**src/fcr_pkg.sv**
```systemverilog
// shared constants for the flash controller register front end
package fcr_pkg;
	// ==================== register byte addresses ====================
	localparam logic [23:0] FCR_ADDR_CMD_STAT = 24'hFFE060;
	localparam logic [23:0] FCR_ADDR_ACCESS = 24'hFFE061;
	localparam logic [23:0] FCR_ADDR_GUARD = 24'hFFE062;
	localparam logic [23:0] FCR_ADDR_PAGE = 24'hFFE064;
	// ==================== command codes ====================
	localparam logic [7:0] FCR_CMD_UNLOCK1 = 8'h73;
	localparam logic [7:0] FCR_CMD_UNLOCK2 = 8'h8C;
	localparam logic [7:0] FCR_CMD_PAGE_ERASE = 8'h95;
	localparam logic [7:0] FCR_CMD_MASS_ERASE = 8'h63;
	localparam logic [7:0] FCR_CMD_LOCK = 8'h00;
	// ==================== field positions and reset values ====================
	localparam int FCR_UNLOCK_BIT = 7;
	localparam int FCR_SIDE_AREA_BIT = 7;
	localparam int FCR_PAGE_LSB = 3;
	localparam int FCR_PAGE_W = 6;
	localparam int FCR_ADDR_PAGE_LSB = 11;
	localparam logic [7:0] FCR_GUARD_RST = 8'h00;
	localparam logic [5:0] FCR_PAGE_RST = 6'h00;
	localparam logic [5:0] FCR_STATE_IDLE = 6'h00;
	localparam logic [5:0] FCR_STATE_PROG = 6'h08;
	localparam logic [5:0] FCR_STATE_PERASE = 6'h10;
	localparam logic [5:0] FCR_STATE_MERASE = 6'h20;
	localparam logic [23:0] FCR_SIDE_AREA_TOP = 24'h00007F;
	localparam logic [15:0] FCR_ERASED_WORD = 16'hFFFF;
	// ==================== controller states ====================
	typedef enum logic [2:0] {
		FCR_LOCKED = 3'b000,
		FCR_HALF = 3'b001,
		FCR_OPEN = 3'b011,
		FCR_PERASE = 3'b010,
		FCR_MERASE = 3'b110,
		FCR_PROG = 3'b111
	} fcr_state_t;
endpackage

```
**src/fcr_flash_regs.sv**
```systemverilog
// register front end and command sequencer of the flash controller
`timescale 1ns/1ps
module fcr_flash_regs
	import fcr_pkg::*;
#(
	parameter int ADDR_W = 24,
	parameter int SECTOR_PAGES_LOG2 = 3
) (
	// clock and reset
	input wire logic i_clock,
	input wire logic i_rst_b,
	// avalon-mm slave, byte addressed, 16-bit data
	input wire logic [ADDR_W-1:0] i_address,
	input wire logic i_read,
	input wire logic i_write,
	input wire logic [1:0] i_byteenable,
	input wire logic [15:0] i_writedata,
	output logic [15:0] o_readdata,
	output logic o_waitrequest,
	// cpu program memory write request
	input wire logic i_mem_wr,
	input wire logic [ADDR_W-1:0] i_mem_addr,
	input wire logic [15:0] i_mem_data,
	// program memory read address for the side area overlay
	input wire logic [ADDR_W-1:0] i_fetch_addr,
	// flash array side
	input wire logic i_array_done,
	output logic o_array_prog,
	output logic o_array_page_erase,
	output logic o_array_mass_erase,
	output logic [ADDR_W-1:0] o_array_addr,
	output logic [15:0] o_array_data,
	output logic [5:0] o_array_page,
	output logic o_side_area_hit,
	output logic o_busy
);
	// ==================== state ====================
	fcr_state_t state;
	fcr_state_t next_state;
	logic side_area_select;
	logic [7:0] sector_guard;
	logic [FCR_PAGE_W-1:0] target_page;
	logic access_taken;
	// sector number is the page number without its low bits
	localparam int SECT_W = FCR_PAGE_W - SECTOR_PAGES_LOG2;

	// ==================== decode ====================
	logic req;
	logic hit_cmd;
	logic hit_access;
	logic hit_guard;
	logic hit_page;
	logic cmd_wr;
	logic page_wr;
	// write strobes, each valid at the answering edge
	logic wr_go;
	logic access_wr;
	logic guard_wr;
	// derived flags
	logic unlocked;
	logic op_next;
	logic any_guard;
	logic side_hit_next;
	logic [15:0] next_readdata;
	logic page_guarded;
	logic mem_guarded;
	logic mem_in_page;
	logic [7:0] cmd;
	logic [7:0] status_byte;
	logic [5:0] state_field;

	assign req = (i_read | i_write) & ~access_taken;
	// bytes of the 16-bit bus: even address uses low lane
	assign hit_cmd = i_address == FCR_ADDR_CMD_STAT;
	assign hit_access = i_address == FCR_ADDR_ACCESS;
	assign hit_guard = i_address == FCR_ADDR_GUARD;
	assign hit_page = i_address == FCR_ADDR_PAGE;
	assign cmd = i_writedata[7:0];

	// writes land only at the edge that answers them
	assign wr_go = i_write & ~o_waitrequest;
	assign cmd_wr = wr_go & hit_cmd & i_byteenable[0];
	assign page_wr = wr_go & hit_page & i_byteenable[0];
	assign access_wr = wr_go & hit_access & i_byteenable[1];
	assign guard_wr = wr_go & hit_guard & i_byteenable[0];
	// sector of the selected page is upper bits of page number
	assign page_guarded =
		sector_guard[target_page[FCR_PAGE_W-1 -: SECT_W]];
	assign mem_guarded =
		sector_guard[i_mem_addr[FCR_ADDR_PAGE_LSB+FCR_PAGE_W-1 -: SECT_W]];
	// page match on address bits 16:11
	assign mem_in_page =
		i_mem_addr[FCR_ADDR_PAGE_LSB +: FCR_PAGE_W] == target_page;
	// mass erase needs every sector open
	assign any_guard = |sector_guard;

	// one wait cycle per access, then the answer
	always_ff @(posedge i_clock) begin
		if (!i_rst_b) begin
			access_taken <= 1'b0;
		end else begin
			access_taken <= req;
		end
	end

	// ==================== command sequencer ====================
	always_comb begin
		next_state = state;
		unique case (state)
			FCR_LOCKED: begin
				if (cmd_wr && cmd == FCR_CMD_UNLOCK1) begin
					next_state = FCR_HALF;
				end
			end
			FCR_HALF: begin
				if (cmd_wr) begin
					next_state = (cmd == FCR_CMD_UNLOCK2) ? FCR_OPEN : FCR_LOCKED;
				end else if (page_wr) begin
					next_state = FCR_LOCKED;
				end
			end
			FCR_OPEN: begin
				if (cmd_wr) begin
					if (cmd == FCR_CMD_PAGE_ERASE && !page_guarded) begin
						next_state = FCR_PERASE;
					end else if (cmd == FCR_CMD_MASS_ERASE && !any_guard) begin
						next_state = FCR_MERASE;
					end else begin
						next_state = FCR_LOCKED;
					end
				end else if (page_wr) begin
					next_state = FCR_LOCKED;
				end else if (i_mem_wr && mem_in_page && !mem_guarded) begin
					next_state = FCR_PROG;
				end
			end
			FCR_PROG: begin
				// commands are ignored until the array reports done
				if (i_array_done) begin
					next_state = FCR_OPEN;
				end
			end
			FCR_PERASE: begin
				// erase runs to the end, then relocks
				if (i_array_done) begin
					next_state = FCR_LOCKED;
				end
			end
			FCR_MERASE: begin
				// whole array erase, then relocks
				if (i_array_done) begin
					next_state = FCR_LOCKED;
				end
			end
			default: next_state = FCR_LOCKED;
		endcase
	end

	// state register; reads never enter here
	always_ff @(posedge i_clock) begin
		if (!i_rst_b) begin
			state <= FCR_LOCKED;
		end else begin
			state <= next_state;
		end
	end

	// ==================== registers ====================
	// side area select, reserved bits kept zero
	always_ff @(posedge i_clock) begin
		if (!i_rst_b) begin
			side_area_select <= 1'b0;
		end else if (access_wr) begin
			side_area_select <= i_writedata[8 + FCR_SIDE_AREA_BIT];
		end
	end

	// sector guard, set only
	always_ff @(posedge i_clock) begin
		if (!i_rst_b) begin
			sector_guard <= FCR_GUARD_RST;
		end else if (guard_wr) begin
			sector_guard <= sector_guard | i_writedata[7:0];
		end
	end

	// page field only, reserved bits not stored
	always_ff @(posedge i_clock) begin
		if (!i_rst_b) begin
			target_page <= FCR_PAGE_RST;
		end else if (page_wr) begin
			target_page <= i_writedata[FCR_PAGE_LSB +: FCR_PAGE_W];
		end
	end

	// ==================== status and read data ====================
	always_comb begin
		unique case (state)
			FCR_PROG: state_field = FCR_STATE_PROG;
			FCR_PERASE: state_field = FCR_STATE_PERASE;
			FCR_MERASE: state_field = FCR_STATE_MERASE;
			default: state_field = FCR_STATE_IDLE;
		endcase
	end

	// unlocked once both unlock codes are in, also while working
	assign unlocked = state != FCR_LOCKED && state != FCR_HALF;

	// unlock bit, zero reserved bit, state field
	assign status_byte = {unlocked, 1'b0, state_field};

	// read data of the addressed register
	always_comb begin
		// unmapped addresses read zero
		next_readdata = 16'h0000;
		if (hit_cmd) begin
			next_readdata = {8'h00, status_byte};
		end else if (hit_access) begin
			next_readdata = {side_area_select, 7'h00, 8'h00};
		end else if (hit_guard) begin
			next_readdata = {8'h00, sector_guard};
		end else if (hit_page) begin
			next_readdata = {7'h00, target_page, 3'h0};
		end
	end

	// read data taken at the taking edge, stands until the next read
	always_ff @(posedge i_clock) begin
		if (!i_rst_b) begin
			o_readdata <= 16'h0000;
		end else if (req && i_read) begin
			o_readdata <= next_readdata;
		end
	end

	// waitrequest high unless answering
	always_ff @(posedge i_clock) begin
		if (!i_rst_b) begin
			o_waitrequest <= 1'b1;
		end else begin
			o_waitrequest <= ~req;
		end
	end

	// ==================== array control ====================
	// any operation in the coming cycle
	assign op_next = next_state == FCR_PROG || next_state == FCR_PERASE || next_state == FCR_MERASE;

	// word program level, high for the whole operation
	always_ff @(posedge i_clock) begin
		if (!i_rst_b) begin
			o_array_prog <= 1'b0;
		end else begin
			o_array_prog <= next_state == FCR_PROG;
		end
	end

	// page erase level
	always_ff @(posedge i_clock) begin
		if (!i_rst_b) begin
			o_array_page_erase <= 1'b0;
		end else begin
			o_array_page_erase <= next_state == FCR_PERASE;
		end
	end

	// mass erase level
	always_ff @(posedge i_clock) begin
		if (!i_rst_b) begin
			o_array_mass_erase <= 1'b0;
		end else begin
			o_array_mass_erase <= next_state == FCR_MERASE;
		end
	end

	// busy while any operation runs
	always_ff @(posedge i_clock) begin
		if (!i_rst_b) begin
			o_busy <= 1'b0;
		end else begin
			o_busy <= op_next;
		end
	end

	// word address latched when a program write is accepted
	always_ff @(posedge i_clock) begin
		if (!i_rst_b) begin
			o_array_addr <= '0;
		end else if (state == FCR_OPEN && next_state == FCR_PROG) begin
			o_array_addr <= i_mem_addr;
		end
	end

	// program word when accepted; erase word is all ones
	always_ff @(posedge i_clock) begin
		if (!i_rst_b) begin
			o_array_data <= FCR_ERASED_WORD;
		end else if (state == FCR_OPEN && next_state == FCR_PROG) begin
			o_array_data <= i_mem_data;
		end else if (next_state == FCR_PERASE || next_state == FCR_MERASE) begin
			o_array_data <= FCR_ERASED_WORD;
		end
	end

	// page follows the selection, frozen while an operation runs
	always_ff @(posedge i_clock) begin
		if (!i_rst_b) begin
			o_array_page <= FCR_PAGE_RST;
		end else if (!o_busy) begin
			o_array_page <= target_page;
		end
	end

	// fetch address falls in the overlaid low 128 bytes
	assign side_hit_next = side_area_select && i_fetch_addr <= FCR_SIDE_AREA_TOP;

	// overlay hit, one cycle behind the fetch address
	always_ff @(posedge i_clock) begin
		if (!i_rst_b) begin
			o_side_area_hit <= 1'b0;
		end else begin
			o_side_area_hit <= side_hit_next;
		end
	end
endmodule // fcr_flash_regs

```
**config.mk**
```make
export PLATFORM = sky130hd
export DESIGN_NAME = fcr_flash_regs
export DESIGN_NICKNAME = d
export VERILOG_FILES = /design/src/fcr_pkg.sv /design/src/fcr_flash_regs.sv
export SDC_FILE = /design/constraint.sdc
export NUM_CORES = 1
export LEC_CHECK = 0
export BUFFER_PORTS_ARGS = -buffer_cell sky130_fd_sc_hd__buf_2
export CORE_UTILIZATION = 49
export DETAILED_ROUTE_END_ITERATION = 8
export PLACE_DENSITY = 0.89
export SLEW_MARGIN = 10
export SYNTH_ARGS = -nofsm -noshare
export SYNTH_HDL_FRONTEND = slang
export SYNTH_SLANG_ARGS = --single-unit
export TNS_END_PERCENT = 20
```
**constraint.sdc**
```tcl
create_clock -name i_clock -period 4.97 [get_ports i_clock]
set_clock_uncertainty 0.2 [all_clocks]
set_input_delay 0.2485 -clock i_clock [delete_from_list [all_inputs] [get_ports i_clock]]
set_output_delay 0.2485 -clock i_clock [all_outputs]
set_load 0.05 [all_outputs]
```
==> flow_summary.yaml, run 1 <==
timing:
  min_period_over_period: 0.597
  worst_pin_slew_ns: 0.839
  report.final.slew_viol_count: 0
  finalHoldViolCount: 0
  relSlewSlack: 0.436
  max_freq_ghz: 0.337
  min_period_ns: 2.97
  setup_violations: 0
  rsz0062_at_grt: "false"
  tns_ns: 0
yosys:
  synth.top_cell.area_share: 0.465
  synth_cell_types: 51
  netlist_area_mm2: 0.00349
  synth.area.top_cells: "dfxtp_1, mux2i_1, nor2_1"
  yosysWarnings: 0
  async_flop_share: 0
  synth_commonest_cells: "dfxtp_1, nor2_1, mux2i_1"
  synth_flop_cell: "dfxtp_1"
  yosysSeqAreaShare: 0.465
  synth_most_common_cell: "dfxtp_1"
  syn_area_per_cell_um2: 9.54
  synth_edf_count: 0
  yosys.area.top_type: "dfxtp_1"
  ys_seq_elements: 81
  syn_inst: 366
global_route:
  grt_remaining_overflow: 0
  grt_usage: 0.274
  grt_pass1_vias: 3576
  grt_pass1_wl_um: 16000
  antenna_found_initial: 0
  grt_max_degree: 43
place:
  gp_congestion: 0.953
  post-dp-hpwl_um: 6780
  dp_cells: 605
  io_buffers: 160
route:
  drt-initial-drc-count: 317
  firstDrtPassIters: 5
  route.met3.wl_um: 775
  vias: 3642
  wl_per_cell_um: 15.5
  route.top_layer_used: "met4"
  wl_met2_um: 5200
  post_drt_via_cell_ratio: 5.48
  wl_um: 10300
  wl_met1_um: 3910
  post-route-drc-count: 0
  postRouteAntennaNets: 0
final_layout:
  diodes: 0
  area_growth_pct: 41.8
  seq_area_mm2: 0.00162
  utilization: 0.724
  layout-drive-gt1-share: 0.336
  fillers: 511
  nets: 676
  multi_input_area_mm2: 0.00174
  stdcell_count: 665
worst_setup_path:
  reg2reg_from: "sector_guard[3]"
  cpPeakStageDelay_ns: 0.51
  worst-path-max-fanout: 27
  endpoint_kind: "flop"
  criticalPathCategory: "flop to flop"
  r2r_slack_ns: 2.00
  crit_path_start_kind: "flop"
  worstPathArrival_ns: 3.00
  cpMaxStageDelayCell: "mux4_1"
  required_ns: 5.01
  path_cells: "mux4_1, mux2_2, nor4_4, buf_4, nand2_1, o22a_1"
  r2r_cells: 6
  reg2reg_to: "o_array_data[11]"
die:
  die_h_um: 86.4
  ios: 180
  die_w_um: 86.4
  num_rows: 30
  core-area_mm2: 0.00683
  start_util: 0.511
  die_area_mm2: 0.00747
power_and_ir_drop:
  power_density_mw_per_mm2: 251
  p_leak_nw: 2.05
  ir_worst_vdd_uv: 254
  finalPower_w: 0.00124
min_path:
  worstHoldPathCells: 3
  holdCritPathClass: "input port to flop"
  holdCritStartpoint: "i_mem_addr[12]"
  min_to: "o_array_addr[12]"
clocking:
  cts_resized: 0
  clk_pin_slew_ns: 0.10
  cts_tree: "done"
  cts_max_level: 3
  clock-sinks: 81
  cts_root_buf: "clkbuf_8"
  hold_buffers: 44
  post-cts-setup-buffers: 0
  cts_made_buffers: 9
  clk_path_buf_depth: 2
  clk_latency_ns: 0.34
status:
  outcome: "complete, no violations"
job:
  drv_cap: 0
-- metal layers --
metal  track usage  vias to the layer above
met5             0                        -
met4         0.130                        0
met3        0.0638                       46
met2         0.490                      213
met1         0.307                     1675
li1              -                     1708
-- worst max-delay path by stage --
stage | start | endpoint | slack [ns] | depth (start not counted)
2_1_floorplan | o_waitrequest | o_array_data[10] | 2.42 | 8
3_3_place_gp | i_mem_addr[15] | o_array_data[10] | 2.02 | 7
3_5_place_dp | i_mem_addr[15] | o_array_data[13] | 1.95 | 7
4_1_cts | sector_guard[3] | o_array_data[13] | 2.07 | 6
5_1_grt | sector_guard[3] | o_array_data[11] | 1.85 | 6
6_report | sector_guard[3] | o_array_data[11] | 2.00 | 6
-- area by class of cell --
class                           count  area share
Clock inverter                      6      0.0104
Sequential cell                    81       0.328
Timing Repair Buffer              206       0.254
Clock buffer                       10      0.0278
Multi-Input combinational cell    260       0.351
Inverter                            6     0.00455
Tap cell                           96      0.0243
-- power breakdown --
group | leakage, nW | internal (W) | switching, W | total (W)
logic | 1.31 | 0.0000650 | 0.0000717 | 0.000137
registers | 0.654 | 0.000652 | 0.00000199 | 0.000654
clock network | 0.0870 | 0.000201 | 0.000252 | 0.000453
-- sequential cells by signal, indices dropped and copies added, names as in the netlist --
| register | flops |
|---|---|
| o_array_addr | 24 |
| o_array_data | 16 |
| o_readdata | 10 |
| sector_guard | 8 |
| o_array_page | 6 |
| target_page | 6 |
| state | 3 |
| access_taken | 1 |
| o_array_mass_erase | 1 |
| o_array_page_erase | 1 |
| o_array_prog | 1 |
| o_busy | 1 |
| o_side_area_hit | 1 |
| o_waitrequest | 1 |
| side_area_select | 1 |
-- cells in the final DEF, fill, tap and decap left out, types with 3 or more instances in the layout --
cell type | Yosys | routed
nor2_1 | 56 | 56
nor4_2 | 4 | 3
nand3_1 | 6 | 6
nor2b_1 | 3 | 3
nor3_1 | 9 | 9
dfxtp_1 | 81 | 81
nor4b_1 | 5 | 5
xnor2_1 | 6 | 6
and4_1 | 4 | 4
nor4_1 | 7 | 7
mux2i_1 | 32 | 32
mux4_2 | 3 | 3
conb_1 | 1 | 6
clkbuf_8 | 0 | 10
nand2_1 | 26 | 26
dlygate4sd3_1 | 0 | 44
nand4_1 | 7 | 7
buf_2 | 3 | 160
or3_1 | 6 | 6
a21oi_1 | 23 | 23
inv_1 | 6 | 5
o22a_1 | 16 | 16
o21ai_0 | 3 | 3
clkinvlp_4 | 0 | 3
nand2b_1 | 5 | 5
-- worst max-delay path, delay by kind of cell, from the launching register on --
family | cells | cell delay, ns
DFF | 1 | 0.37
buffers and inverters | 1 | 0.43
muxes | 2 | 0.82
AOI/OAI and AO/OA | 1 | 0.34
and+or+nand+nor | 2 | 0.69
-- logic make-up (layout without fill, tap and decap cells) --
family	after synthesis	after routing	share of synthesized area
AND/OR/NAND/NOR	155	155	0.239
flip-flops	81	81	0.465
AO/OA/AOI/OAI	56	56	0.113
multiplexers	37	37	0.122
buffers and inverters	30	228	0.0452
XOR/XNOR	6	6	0.0151
other	1	6	0.00107
-- through the flow --
step	instance area (um2)	hold slack (ns)	setup WS (ns)
finish	4950	0.00923	2.00
global route	4950	0.0111	1.85
CTS	4950	0.000235	2.07
detailed placement	4320	0.213	1.95
global placement	4320	0.211	2.02
floorplan	3510	0.125	2.42
Note: power is estimated with default switching activity, not from simulation.
==> inputs of run 2 (changes only) <==
--- a/config.mk
+++ b/config.mk
@@ -5,10 +5,11 @@
 export SDC_FILE = /design/constraint.sdc
 export NUM_CORES = 1
 export LEC_CHECK = 0
+export ABC_AREA = 1
 export BUFFER_PORTS_ARGS = -buffer_cell sky130_fd_sc_hd__buf_2
-export CORE_UTILIZATION = 49
+export CORE_UTILIZATION = 43
 export DETAILED_ROUTE_END_ITERATION = 8
-export PLACE_DENSITY = 0.89
+export PLACE_DENSITY = 0.8
 export SLEW_MARGIN = 10
 export SYNTH_ARGS = -nofsm -noshare
 export SYNTH_HDL_FRONTEND = slang
==> constraint.sdc (replaced) <==
create_clock -name i_clock -period 2.55 [get_ports i_clock]
set_clock_uncertainty 0.2 [all_clocks]
set_input_delay 0.1275 -clock i_clock [delete_from_list [all_inputs] [get_ports i_clock]]
set_output_delay 0.1275 -clock i_clock [all_outputs]
set_load 0.05 [all_outputs]
==> flow_summary.yaml, run 2 <==
timing:
  relSlewSlack: 0.467
  worst_pin_slew_ns: 0.798
  setup_violations: 0
  max_freq_ghz: 0.405
  tns_ns: 0
  min_period_over_period: 0.968
  finalHoldViolCount: 0
  report.final.slew_viol_count: 0
  min_period_ns: 2.47
yosys:
  yosysSeqAreaShare: 0.396
  synth.top_cell.area_share: 0.396
  yosysWarnings: 0
  syn_inst: 639
  synthSimpleGateAreaFrac: 0.363
  synth_mux_area_frac: 0
  synth_flop_cell: "dfxtp_1"
  synth_cell_types: 36
  synth_edf_count: 0
  synth.area.top_cells: "dfxtp_1, nand2_1, inv_1"
  synth_commonest_cells: "nand2_1, inv_1, nor2_1"
  ys_seq_elements: 81
  async_flop_share: 0
  synth_compound_area_frac: 0.0899
  syn_area_per_cell_um2: 6.40
  yosys.area.top_type: "dfxtp_1"
  yosys.area_share.xor_xnor: 0.00214
  synth_top_family_by_area: "simple AND/OR/NAND/NOR gates"
  netlist_area_mm2: 0.00409
  synthAdderAreaFrac: 0
  synth_most_common_cell: "nand2_1"
route:
  firstDrtPassIters: 5
  wl_per_cell_um: 12.3
  post_drt_via_cell_ratio: 4.69
  drt-initial-drc-count: 229
  vias: 4686
  post-route-drc-count: 0
  postRouteAntennaNets: 0
  wl_um: 12300
power_and_ir_drop:
  power_switching_share: 0.269
  p_int_w: 0.00189
  p_leak_nw: 3.17
  switchingPower_w: 0.000697
  ir_worst_vdd_uv: 290
  seqPwrFrac: 0.492
  p_clk_frac: 0.388
  power_density_mw_per_mm2: 434
  pwr-share-comb: 0.120
status:
  outcome: "complete, no violations"
worst_setup_path:
  crit_top_cell: "dlygate4sd3_1"
  cpMaxStageDelayCell: "dlygate4sd3_1"
  worst-path-max-fanout: 1
  crit_path_start_kind: "input port"
  critPathTopFamily: "buffers and inverters"
  cpPeakStageDelay_ns: 0.59
  path_cells: "dlygate4sd3_1, buf_2, nor4_4, dlygate4sd3_1, nand2_1, dlygate4sd3_1, nor4_1"
  required_ns: 2.63
  cp_num_buf_inv: 4
  worstPathArrival_ns: 2.55
  endpoint_kind: "flop"
  criticalPathCategory: "input port to flop"
global_route:
  grt_pass1_wl_um: 19700
  grt_max_degree: 49
  grt_remaining_overflow: 0
  grt_pass1_vias: 4502
  grt_usage: 0.250
  antenna_found_initial: 0
clocking:
  clk_path_buf_depth: 2
  cts_max_level: 3
  cts_root_buf: "clkbuf_8"
  cts_made_buffers: 9
  cts_tree: "done"
  clk_latency_ns: 0.36
  clk_pin_slew_ns: 0.09
  clock-sinks: 81
die:
  die_area_mm2: 0.00991
  die_h_um: 99.5
  ios: 180
  core-area_mm2: 0.00924
  die_w_um: 99.5
  num_rows: 35
  start_util: 0.443
final_layout:
  largest_reg_flops: 24
  layout-drive-gt1-share: 0.242
  top_register: "o_array_addr"
  final_common_cell: "nand2_1"
  biggestRegsByFlops: "o_array_addr: 24 flops, o_array_data: 16 flops, o_readdata: 10 flops"
  final_cell_mix: "nand2_1, buf_2, inv_1"
  nets: 978
  diodes: 0
  area_growth_pct: 45.6
  design_area_mm2: 0.00596
  fillers: 820
place:
  io_buffers: 160
  gp_congestion: 0.898
  post-dp-hpwl_um: 7770
  placed_area_mm2: 0.00499
min_path:
  holdCritPathClass: "input port to flop"
job:
  drv_cap: 0
[run 2: worst paths after layout]
path,start,to,slack [ns],depth (start not counted)
worst max-delay path,i_fetch_addr[13],o_side_area_hit,0.08,7
worst min-delay path,i_address[0],o_readdata[8],0.002,6
worst max register to register,target_page[3],o_array_addr[3],0.23,14
worst min register to register,o_readdata[8],o_readdata[8],0.27,2
[run 2: kinds of logic (layout without fill, tap and decap cells)]
kind of cell	count (synthesis)	after routing
other	1	6
buffers and inverters	146	373
AND/OR/NAND/NOR	352	352
AO/OA/AOI/OAI	58	58
flip-flops	81	81
XOR/XNOR	1	1
[run 2: power by group through the flow]
stage | Clock, W | Sequential (W) | Combinational, W
2_1_floorplan | 0 | 0.00132 | 0.000103
3_3_place_gp | 0 | 0.00130 | 0.000221
3_5_place_dp | 0 | 0.00130 | 0.000223
4_1_cts | 0.00102 | 0.00127 | 0.000298
5_1_grt | 0.00108 | 0.00127 | 0.000337
6_report | 0.00100 | 0.00127 | 0.000310
[run 2: timing repair]
item                                    4_1_cts  5_1_grt
buffers inserted                              0        3
resized for setup                             0        8
hold buffers                                 66        0
hold endpoints to repair                     64        0
endpoints found under the setup margin        0       33
[run 2: through the flow]
step | hold WS [ns] | power, W | instances | utilization | setup WS, ns
after floorplan | 0.0624 | 0.00143 | 644 | - | 0.263
final | 0.00152 | 0.00259 | 1000 | 0.645 | 0.0820
after CTS | 0.00529 | 0.00259 | 996 | 0.635 | 0.0929
after detailed placement | 0.156 | 0.00153 | 914 | 0.541 | 0.256
after global routing | 0.0558 | 0.00269 | 1000 | 0.645 | -0.0101
after global placement | 0.149 | 0.00152 | 914 | 0.541 | 0.263
[run 2: layout make-up]
cell class                      instances  area [um2]  area share
Inverter                              118         448      0.0752
Tap cell                              129         161      0.0271
Clock inverter                          7        88.8      0.0149
Timing Repair Buffer                  239        1590       0.267
Clock buffer                            9         124      0.0208
Sequential cell                        81        1620       0.272
Multi-Input combinational cell        417        1920       0.323
[run 2: tightest hold or removal path, delay by kind of cell]
kind,cells,cell delay [ns]
AOI/OAI and AO/OA,1,0.05
buffers and inverters,1,0.11
and+or+nand+nor,4,0.23
[run 2: layer usage]
metal | global-route usage | vias to the layer above | routed length [um]
met5 | 0 | - | 0
met4 | 0.136 | 0 | 528
met3 | 0.0675 | 51 | 638
met2 | 0.436 | 173 | 6060
met1 | 0.277 | 2061 | 5040
li1 | - | 2401 | -
